--- config.mk ---
export PLATFORM = sky130hd
export DESIGN_NAME = mac_if_ctrl
export DESIGN_NICKNAME = d
export VERILOG_FILES = /design/src/shared/mac_if_pkg.sv /design/src/verilog/mac_if_ctrl.sv /design/src/verilog/mac_if_sync.sv
export VERILOG_INCLUDE_DIRS = /design/src /design/src/shared
export SDC_FILE = /design/constraint.sdc
export NUM_CORES = 1
export LEC_CHECK = 0
export BUFFER_PORTS_ARGS = -buffer_cell sky130_fd_sc_hd__buf_2
export CAP_MARGIN = 10
export CORE_MARGIN = 2
export CORE_UTILIZATION = 42
export DETAILED_ROUTE_END_ITERATION = 8
export MAX_ROUTING_LAYER = met4
export PLACE_DENSITY_LB_ADDON = 0.15
export SLEW_MARGIN = 5
export SYNTH_ARGS = -nofsm -noshare
export SYNTH_HDL_FRONTEND = slang
export SYNTH_SLANG_ARGS = --single-unit
export TNS_END_PERCENT = 100
--- constraint.sdc ---
create_clock -name pclk -period 1.85 [get_ports pclk]
set_input_delay 0.0925 -clock pclk [delete_from_list [all_inputs] [get_ports pclk]]
set_output_delay 0.0925 -clock pclk [all_outputs]
set_load 0.03 [all_outputs]
--- src/shared/mac_if_cfg.svh ---
// register layout, reset values and field positions of the mac interface control/status block
`ifndef MAC_IF_CFG_SVH
`define MAC_IF_CFG_SVH
// apb byte addresses (word aligned)
`define ADDR_CTRL        12'h000
`define ADDR_IRQ_STATUS  12'h004
`define ADDR_IRQ_MASK    12'h008
// field positions of the control/status word
`define BIT_TX_SHIFT     8
`define BIT_CLK_SEL      7
`define BIT_RSVD6        6
`define BIT_RMII_MODE    5
`define BIT_REV_SEL      4
`define BIT_OVF_N        3
`define BIT_UNF_N        2
`define BIT_EB_LSB       0
// reset values
`define RST_RSVD6        1'b1
`define RST_EB_SIZE      2'h1
`define RST_TX_SHIFT     1'b0
`define RST_REV_SEL      1'b0
`define RST_CLK_SEL      1'b0
`define RST_RMII         1'b0
// both fifo flags come up reading "detected" until the first read of the word
`define RST_OVF_N        1'b0
`define RST_UNF_N        1'b0
// elasticity tolerance in bits for each size code
`define EB_TOL_CODE0     5'h0E
`define EB_TOL_CODE1     5'h02
`define EB_TOL_CODE2     5'h06
`define EB_TOL_CODE3     5'h0A
// interrupt bit positions
`define IRQ_OVF          0
`define IRQ_UNF          1
`endif

--- src/shared/mac_if_pkg.sv ---
// types shared by the mac interface control block
package mac_if_pkg;
    // size code of the receive elasticity buffer
    typedef enum logic [1:0] {
        EB_14BIT = 2'b00,
        EB_2BIT  = 2'b01,
        EB_6BIT  = 2'b10,
        EB_10BIT = 2'b11
    } eb_size_t;
    // rmii reference clock choice
    typedef enum logic {
        REF_25MHZ = 1'b0,
        REF_50MHZ = 1'b1
    } ref_clk_t;
endpackage

--- src/verilog/mac_if_ctrl.sv ---
// mac interface control/status register with apb slave, strap capture and fifo error flags
//
// Local design decisions: the register addresses and the APB interface to the registers.
`timescale 1ns/1ps
`include "mac_if_cfg.svh"
module mac_if_ctrl (
    // clock and reset
    input  wire logic                  pclk,
    input  wire logic                  presetn,
    // apb slave
    input  wire logic                  psel,
    input  wire logic                  penable,
    input  wire logic                  pwrite,
    input  wire logic [11:0]           paddr,
    input  wire logic [31:0]           pwdata,
    input  wire logic [3:0]            pstrb,
    output logic      [31:0]           prdata,
    output logic                       pready,
    output logic                       pslverr,
    // bootstrap pins, sampled after reset release
    input  wire logic                  strap_rmii_mode,
    input  wire logic                  strap_clk_sel,
    // fifo error pulses from the receive datapath (pclk domain)
    input  wire logic                  rx_fifo_overflow,
    input  wire logic                  rx_fifo_underflow,
    // configuration towards the mac interface logic
    output logic                       rmii_enable,
    output mac_if_pkg::ref_clk_t       ref_clk_sel,
    output logic                       tx_clk_shift_en,
    output logic                       crs_dv_hold,
    output mac_if_pkg::eb_size_t       eb_size,
    output logic      [4:0]            eb_tolerance_bits,
    // interrupt
    output logic                       irq
);
    import mac_if_pkg::*;

    // synchronised strap levels
    logic [1:0] strap_sync;
    mac_if_sync #(
        .WIDTH    (2)
    ) u_strap_sync (
        .pclk     (pclk),
        .presetn  (presetn),
        .async_in ({strap_clk_sel, strap_rmii_mode}),
        .sync_out (strap_sync)
    );

    // control state
    logic       tx_shift_q,  tx_shift_d;    // clock shift enable
    logic       clk_sel_q,   clk_sel_d;     // reference clock select
    logic       rsvd6_q,     rsvd6_d;       // reserved r/w bit
    logic       rmii_q,      rmii_d;        // interface select
    logic       rev_q,       rev_d;         // crs_dv revision behaviour
    logic [1:0] eb_q,        eb_d;          // elasticity size code
    logic       ovf_n_q,     ovf_n_d;       // overflow flag, low active
    logic       unf_n_q,     unf_n_d;       // underflow flag, low active
    logic [1:0] strap_cnt_q, strap_cnt_d;   // waits for synchroniser to fill
    logic       strap_done_q, strap_done_d; // straps already latched
    logic [1:0] ist_q,       ist_d;         // sticky interrupt status
    logic [1:0] imask_q,     imask_d;       // interrupt mask
    logic [31:0] rdata_q,    rdata_d;       // registered read data

    // apb decode, zero wait state
    logic wr_en;
    logic rd_en;
    logic hit_ctrl, hit_ist, hit_imask;
    assign wr_en     = psel && penable && pwrite;
    assign rd_en     = psel && !penable && !pwrite;
    assign hit_ctrl  = (paddr == `ADDR_CTRL);
    assign hit_ist   = (paddr == `ADDR_IRQ_STATUS);
    assign hit_imask = (paddr == `ADDR_IRQ_MASK);
    assign pready    = 1'b1;
    // unmapped addresses answer with an error, no state change
    assign pslverr   = psel && penable && !(hit_ctrl || hit_ist || hit_imask);

    // the visible 16-bit control/status word
    logic [15:0] ctrl_word;
    always_comb begin
        ctrl_word = 16'h0000;
        ctrl_word[`BIT_TX_SHIFT]  = tx_shift_q;
        ctrl_word[`BIT_CLK_SEL]   = clk_sel_q;
        ctrl_word[`BIT_RSVD6]     = rsvd6_q;
        ctrl_word[`BIT_RMII_MODE] = rmii_q;
        ctrl_word[`BIT_REV_SEL]   = rev_q;
        ctrl_word[`BIT_OVF_N]     = ovf_n_q;
        ctrl_word[`BIT_UNF_N]     = unf_n_q;
        ctrl_word[`BIT_EB_LSB +: 2] = eb_q;
    end

    // next-state logic for all registers
    always_comb begin
        tx_shift_d   = tx_shift_q;
        clk_sel_d    = clk_sel_q;
        rsvd6_d      = rsvd6_q;
        rmii_d       = rmii_q;
        rev_d        = rev_q;
        eb_d         = eb_q;
        ovf_n_d      = ovf_n_q;
        unf_n_d      = unf_n_q;
        strap_cnt_d  = strap_cnt_q;
        strap_done_d = strap_done_q;
        ist_d        = ist_q;
        imask_d      = imask_q;
        rdata_d      = rdata_q;
        // straps latched once, after both sync stages hold pin levels
        if (!strap_done_q) begin
            if (strap_cnt_q == 2'h2) begin
                rmii_d       = strap_sync[0];
                clk_sel_d    = strap_sync[1];
                strap_done_d = 1'b1;
            end else begin
                strap_cnt_d = strap_cnt_q + 2'h1;
            end
        end
        // software writes, low byte lanes only matter
        if (wr_en && hit_ctrl) begin
            if (pstrb[1]) begin
                tx_shift_d = pwdata[`BIT_TX_SHIFT];
            end
            if (pstrb[0]) begin
                clk_sel_d = pwdata[`BIT_CLK_SEL];
                rsvd6_d   = pwdata[`BIT_RSVD6];
                rmii_d    = pwdata[`BIT_RMII_MODE];
                rev_d     = pwdata[`BIT_REV_SEL];
                eb_d      = pwdata[`BIT_EB_LSB +: 2];
            end
        end
        if (wr_en && hit_imask && pstrb[0]) begin
            imask_d = pwdata[1:0];
        end
        // write one to clear, set wins below
        if (wr_en && hit_ist && pstrb[0]) begin
            ist_d = ist_q & ~pwdata[1:0];
        end
        // reading the control word restores the normal status
        if (rd_en && hit_ctrl) begin
            ovf_n_d = 1'b1;
            unf_n_d = 1'b1;
        end
        if (rx_fifo_overflow) begin
            ovf_n_d          = 1'b0;
            ist_d[`IRQ_OVF]  = 1'b1;
        end
        if (rx_fifo_underflow) begin
            unf_n_d          = 1'b0;
            ist_d[`IRQ_UNF]  = 1'b1;
        end
        // read data captured in setup phase
        if (rd_en) begin
            if (hit_ctrl) begin
                rdata_d = {16'h0000, ctrl_word};
            end else if (hit_ist) begin
                rdata_d = {30'h0, ist_q};
            end else if (hit_imask) begin
                rdata_d = {30'h0, imask_q};
            end else begin
                rdata_d = 32'h0000_0000;
            end
        end
    end

    // register everything
    always_ff @(posedge pclk or negedge presetn) begin
        if (!presetn) begin
            tx_shift_q   <= `RST_TX_SHIFT;
            clk_sel_q    <= `RST_CLK_SEL;
            rsvd6_q      <= `RST_RSVD6;
            rmii_q       <= `RST_RMII;
            rev_q        <= `RST_REV_SEL;
            eb_q         <= `RST_EB_SIZE;
            // flags start low, software reads once to arm them
            ovf_n_q      <= `RST_OVF_N;
            unf_n_q      <= `RST_UNF_N;
            strap_cnt_q  <= 2'h0;
            strap_done_q <= 1'b0;
            ist_q        <= 2'h0;
            imask_q      <= 2'h0;
            rdata_q      <= 32'h0000_0000;
        end else begin
            tx_shift_q   <= tx_shift_d;
            clk_sel_q    <= clk_sel_d;
            rsvd6_q      <= rsvd6_d;
            rmii_q       <= rmii_d;
            rev_q        <= rev_d;
            eb_q         <= eb_d;
            ovf_n_q      <= ovf_n_d;
            unf_n_q      <= unf_n_d;
            strap_cnt_q  <= strap_cnt_d;
            strap_done_q <= strap_done_d;
            ist_q        <= ist_d;
            imask_q      <= imask_d;
            rdata_q      <= rdata_d;
        end
    end

    // configuration outputs from flip-flops, tx_clk_shift_en gated by rmii and 50 MHz select
    assign prdata      = rdata_q;
    assign rmii_enable = rmii_q;
    assign ref_clk_sel = ref_clk_t'(clk_sel_q);
    assign tx_clk_shift_en = tx_shift_q && rmii_q && (clk_sel_q == REF_50MHZ);
    assign crs_dv_hold = rev_q;
    assign eb_size     = eb_size_t'(eb_q);

    always_comb begin
        unique case (eb_size_t'(eb_q))
            EB_14BIT: eb_tolerance_bits = `EB_TOL_CODE0;
            EB_2BIT:  eb_tolerance_bits = `EB_TOL_CODE1;
            EB_6BIT:  eb_tolerance_bits = `EB_TOL_CODE2;
            EB_10BIT: eb_tolerance_bits = `EB_TOL_CODE3;
        endcase
    end

    // level interrupt from unmasked sticky bits
    assign irq = |(ist_q & imask_q);
endmodule // mac_if_ctrl

--- src/verilog/mac_if_sync.sv ---
// two flip-flop synchroniser for a group of pin levels
`timescale 1ns/1ps
module mac_if_sync #(
    parameter int WIDTH = 4
) (
    // clock and reset
    input  wire logic             pclk,
    input  wire logic             presetn,
    // levels in and out
    input  wire logic [WIDTH-1:0] async_in,
    output logic      [WIDTH-1:0] sync_out
);
    logic [WIDTH-1:0] meta_q;   // first stage, read only by second
    logic [WIDTH-1:0] sync_q;   // second stage
    // plain two-stage capture, constants under reset
    always_ff @(posedge pclk or negedge presetn) begin
        if (!presetn) begin
            meta_q <= '0;
            sync_q <= '0;
        end else begin
            meta_q <= async_in;
            sync_q <= meta_q;
        end
    end
    assign sync_out = sync_q;
endmodule // mac_if_sync
* Word-level counts from Yosys, hierarchy flattened
Cells that the tools add are included.
Widths: inputs -> output; s select.
** Word-level totals
- Register bits after elaboration :: 52
- Bits in latches :: 0
- Bits in writable memories :: 0
- Bits in read-only memories :: 0
- Bits of input ports :: 57
- Output and inout bits :: 46
- Logic and storage cells :: 76
- Memories kept :: 0
** Operators by class
- $add $sub $neg :: 1
- $mul :: 0
- Div/mod/pow operators :: 0
- Magnitude comparators :: 0
- Eq/ne operators :: 6
- Shift-type cells :: 0
- Multiplexer cells :: 20
- Bitwise gates (word level) :: 5
- Reduce and logical (&&, ||, !) cells :: 28
** Operators by type and width (number)
- $pmux 5 s4 :: 1
- $mux 1 :: 15
- $logic_and 1x1->1 :: 13
- $eq 12x3->1 const B :: 1
- $eq 12x4->1 const B :: 1
- $logic_not 12->1 :: 1
- $mux 9 :: 1
- $reduce_bool 2->1 :: 4
- $eq 2x2->1 const B :: 3
- $mux 2 :: 3
- $reduce_and 2->1 :: 3
- $and 2x2->2 :: 2
- $logic_not 1->1 :: 3
- $add 2x1->2 const B :: 1
- $eq 2x1->1 const B :: 1
- $logic_not 2->1 :: 1
- $logic_or 1x1->1 :: 2
- $not 1->1 :: 2
- $not 2->2 :: 1
- $reduce_or 2->1 :: 1

* Depth between registers and ports, before layout
- Depth in word-level cells :: 6
- Depth in mapped cells :: 6
- Gate-level depth less buffers :: 5

* Modules after synthesis
From an unflattened synthesis, not the netlist that was laid out.
** Second synthesis, totals
- Cell total of the unflattened synthesis :: 148
- Area total of the unflattened synthesis :: 1565.3 µm²
** By module, submodules not included
- mac_if_ctrl :: instances 1, cells an instance 144, area an instance 1465.2 µm², seq. area each 628.1 µm²
- mac_if_sync :: instances 1, cells an instance 4, area an instance 100.1 µm², seq. area each 100.1 µm²

* Least setup slack after synthesis
OpenSTA, ideal clock, no wires.
- Kind :: reg2reg
- Start :: register strap_cnt_q[0]
- End :: register clk_sel_q, in the netlist ref_clk_sel
- Library setup time :: 0.125 ns
- Data arrival time :: 1.309 ns
- Data required time :: 1.725 ns
- Path slack :: 0.416 ns
- Cell stages (with the launch flop) :: 6
- Path buffers :: 0
- Period minus slack after synthesis :: 1.434 ns
- Path through :: dfrtp_1 > inv_1 > ha_1 > nor2b_1 > mux2_2 > mux2_2
** Between the ends
- Cells in the longest elaborated chain, start to end :: 5
** RTL lines
- start: declaration :: RTL line mac_if_ctrl.sv:58 : logic [1:0] strap_cnt_q, strap_cnt_d;
- start signal: assignment :: RTL line mac_if_ctrl.sv:189 : strap_cnt_q <= strap_cnt_d;
- $eq 2x2->1 (*) :: RTL line mac_if_ctrl.sv:108 : if (strap_cnt_q == 2'h2) begin
- $mux 1 (*) :: RTL line mac_if_ctrl.sv:108
- $mux 1 (*) :: RTL line mac_if_ctrl.sv:107 : if (!strap_done_q) begin
- $mux 1 :: RTL line mac_if_ctrl.sv:121 : if (pstrb[0]) begin
- $mux 1 (*) :: RTL line mac_if_ctrl.sv:117 : if (wr_en && hit_ctrl) begin
- via clk_sel_d :: RTL line mac_if_ctrl.sv:51 : logic clk_sel_q, clk_sel_d;
- end signal: assignment :: RTL line mac_if_ctrl.sv:167 : clk_sel_q <= `RST_CLK_SEL;
- end signal: assignment :: RTL line mac_if_ctrl.sv:182 : clk_sel_q <= clk_sel_d;
- end: declaration :: RTL line mac_if_ctrl.sv:51
Mark *: on every way through the listed nets, which the timed path passes. The rest lies on a longest branch.
A chain may end at the register's enable or synchronous reset.

* Worst setup path in the final report
- Start :: register eb_q[0], in the netlist eb_size[0]
- End :: output port eb_tolerance_bits[2]
** Between the ends
- Cells in the longest elaborated chain, start to end :: 2
- Elaborated cells between the ends (all ways) :: 5
- Those cells by class :: 3 x eq/ne; 1 x mux; 1 x reduce/logical
** RTL lines
- start: declaration :: RTL line mac_if_ctrl.sv:55 : logic [1:0] eb_q, eb_d;
- start signal: assignment :: RTL line mac_if_ctrl.sv:171 : eb_q <= `RST_EB_SIZE;
- $eq 2x2->1 (tied with other cells) :: RTL line mac_if_ctrl.sv:206 : unique case (eb_size_t'(eb_q))
- $pmux 5 s4 (*) :: RTL line mac_if_ctrl.sv:206
- end: declaration :: RTL line mac_if_ctrl.sv:32 : output logic [4:0] eb_tolerance_bits,
Every way passes the cells marked *; elsewhere a longest branch is shown, timed or not. The select of a mux whose other input is x is not followed.

==> metrics.yaml <==
layout:
  area_growth_syn_to_layout_pct: 18.8
  fillers: 342
  finalNetCount: 244
  drive_gt1_frac: 0.438
  diodes: 0
  final_cells: 233
route:
  vias: 1034
  totalWireLength_mm: 2.64
  via_per_inst: 4.44
  drt_first_pass_iters: 4
  drc: 0
  ant_nets: 0
  routedWlPerCell_um: 11.3
  first_iter_violations: 33
logic_synthesis:
  synth_seq_area_share: 0.470
  syn_avg_cell_area_um2: 11.8
  ys_ff_latch: 29
  yosysTopAreaCell: "dfrtp_1"
  synth_area_um2: 1550
  netlist.area_leader.share: 0.437
  synthCells: 131
  synth_cell_types: 34
  ys_warn_count: 0
  synthTopCellsByArea: "dfrtp_1 (44%), buf_4 (13%), mux2_2 (7.3%), a22o_1 (4.5%), dfstp_2 (3.4%)"
timing:
  fin_skew_ns: 0.00231
  maxSlewHeadroom: 0.594
  final-hold-violation-count: 0
  slew_violations: 0
  rsz0062_at_grt: "no"
  finalCritPeriodShare: 0.876
  setup_viol: 0
  period_minus_slack_ns: 1.62
  fmax_mhz: 617
  tightest_slew_ns: 0.609
  setup_tns_ns: 0
min_path:
  hold_class: "in -> reg"
  hold_depth: 2
  hold_path_end: "ist_q[1]"
  hp-start: "rx_fifo_underflow"
setup_path:
  crit_type: "reg -> out"
  worst_ep_required_time_ns: 1.76
  max_stage_delay_ns: 0.55
  cp_max_fo: 4
  r2r_end: "ref_clk_sel"
  worstRegToRegCells: 5
  crit_arrival_ns: 1.53
  critPathLaunchType: "register"
  r2r_start: "strap_cnt_q[0]"
  endpoint_kind: "output port"
  cp_slowest_cell: "dfstp_2"
  r2r_slack_ns: 0.33
  path_cells: "inv_1 -> ha_1 -> or2_2 -> buf_2"
power_and_ir_drop:
  power_frac_clock: 0.375
  p_sw_frac: 0.275
  p_sw_uw: 358
  pwr-share-seq: 0.495
  p_leak_uw: 0.000959
  max-vdd-ir-drop_uv: 577
  p_int_uw: 943
  p_per_area_nw_per_um2: 707
  combPwrFrac: 0.130
global_route:
  grt_max_degree: 30
  grtUsageTotal: 0.145
  antenna_found_initial: 0
  grt_pass1_wl_mm: 4.35
  grt_pass1_vias: 932
  grt_overflow: 0
clocking:
  cts-root-buf: "clkbuf_8"
  cts_max_path_buffers: 2
  cts_max_level: 2
  numClockSinks: 29
  cts_buffers: 5
  clk_latency_ns: 0.28
  clk_pin_slew_ns: 0.06
  cts_tree: "yes"
  cts_resized: 0
floorplanning:
  start_util: 0.429
  die_h_um: 64.7
  core_area_um2: 3610
  io_pins: 103
  rows: 22
  dieArea_um2: 4190
  fp.dieW_um: 64.7
placement:
  hpwl_mm: 2.11
  place_inst: 222
  gp_congestion: 0.767
  numPortBuffers: 48
run:
  maxCapViolations: 0
outcome:
  status: "finished, final reports clean"
## cells in the mapped netlist
master	n
buf_4	27
nor2b_1	2
nand3_1	1
nand2_2	1
nor3b_1	1
o21ai_0	1
nand2_1	6
nor4_4	2
mux2i_1	2
dfstp_2	2
dfrtp_1	27
nor3b_4	1
and3_4	1
and2_1	1
ha_1	3
nor2_1	5
inv_1	4
nand4_2	1
nand4b_4	1
clkbuf_1	2
a21o_1	2
buf_2	1
a22o_1	8
o21ba_2	2
mux2_2	10
and3_1	1
or2_2	2
nor2_4	2
mux2_4	1
xnor2_1	1
o31ai_1	2
conb_1	2
nand4_1	3
a21oi_1	3
## area by class of cell
type / instances / area [µm²] / area share
repair buffers: 51 / 270 / 0.147
well taps: 48 / 60.1 / 0.0327
multi-input cells: 93 / 683 / 0.371
clock buffers: 6 / 72.6 / 0.0395
inverters: 4 / 15.0 / 0.00816
flip-flops and latches: 29 / 728 / 0.396
clock inverters: 2 / 10.0 / 0.00544
## kinds of logic after synthesis
group,Yosys count,share of synthesized area
compound gates,18,0.0905
xor+xnor,1,0.00566
fa+ha+maj,3,0.0243
buf+inv,34,0.149
flops,29,0.470
mux,13,0.0954
other cells,2,0.00485
simple gates,31,0.160
## state kept, by name, summed over array words and instances (netlist names)
| signal | flops |
|---|---|
| eb_size | 2 |
| rmii_enable | 1 |
| rsvd6_q | 1 |
| ovf_n_q | 1 |
| tx_shift_q | 1 |
| u_strap_sync.sync_out | 2 |
| strap_done_q | 1 |
| imask_q | 2 |
| prdata | 9 |
| strap_cnt_q | 2 |
| u_strap_sync.meta_q | 2 |
| ref_clk_sel | 1 |
| ist_q | 2 |
| unf_n_q | 1 |
| crs_dv_hold | 1 |
## stage by stage
step	setup slack (ns)	power, µW	area [µm²]	hold WS [ns]	util
global route	0.159	1360	1840	0.0210	0.510
CTS	0.213	1310	1840	0.0145	0.510
global placement	0.330	818	1730	0.138	0.479
detailed placement	0.334	821	1730	0.142	0.479
floorplan	0.416	805	1640	-0.203	-
finish	0.230	1300	1840	0.00790	0.510
## cell usage in the layout (no fill, tap or decap), types with 2 or more instances in the layout
| cell type | instances |
|---|---|
| nand4_1 | 3 |
| inv_1 | 4 |
| a22o_1 | 8 |
| nand2_1 | 6 |
| o31ai_1 | 2 |
| clkinv_2 | 2 |
| dfrtp_1 | 27 |
| mux2_2 | 10 |
| dlygate4sd3_1 | 3 |
| dfstp_2 | 2 |
| o21ba_2 | 2 |
| buf_2 | 48 |
| nor2_1 | 5 |
| mux2i_1 | 2 |
| nor2b_1 | 2 |
| or2_2 | 2 |
| conb_1 | 27 |
| a21o_1 | 2 |
| a21oi_1 | 3 |
| nor2_4 | 2 |
| ha_1 | 3 |
| nor4_4 | 2 |
| clkbuf_8 | 5 |
## power by group through the flow
stage	Clock [µW]	Combinational, µW	Sequential [µW]
CTS	496	170	645
global placement	0	163	656
global route	532	184	645
detailed placement	0	165	656
floorplan	0	145	660
finish	487	169	644
## per-layer routing
| layer | track usage | vias up | wire [µm] |
|---|---|---|---|
| met5 | - | - | 0 |
| met4 | 0.0718 | 0 | 61 |
| met3 | 0.0417 | 6 | 176 |
| met2 | 0.233 | 46 | 1310 |
| met1 | 0.165 | 481 | 1100 |
| li1 | - | 501 | - |
## how the worst max path moves through the flow
stage	from	endpoint
6_report	eb_size[0]	eb_tolerance_bits[2]
5_1_grt	eb_size[0]	eb_tolerance_bits[2]
4_1_cts	eb_size[0]	eb_tolerance_bits[2]
3_5_place_dp	paddr[1]	ref_clk_sel
3_3_place_gp	strap_cnt_q[0]	ref_clk_sel
2_1_floorplan	strap_cnt_q[0]	ref_clk_sel
## worst max-delay path: cells and delay by family (launching register included)
family | cells | cell delay [ns]
buffers and inverters | 2 | 0.24
DFF | 1 | 0.55
and+or+nand+nor | 1 | 0.29
adders and majority gates | 1 | 0.18
## repair_timing
action	in CTS	in global routing
buffers inserted	0	0
hold endpoints to repair	29	0
hold buffers	3	0
No activity file was read; power rests on OpenSTA's default activity.
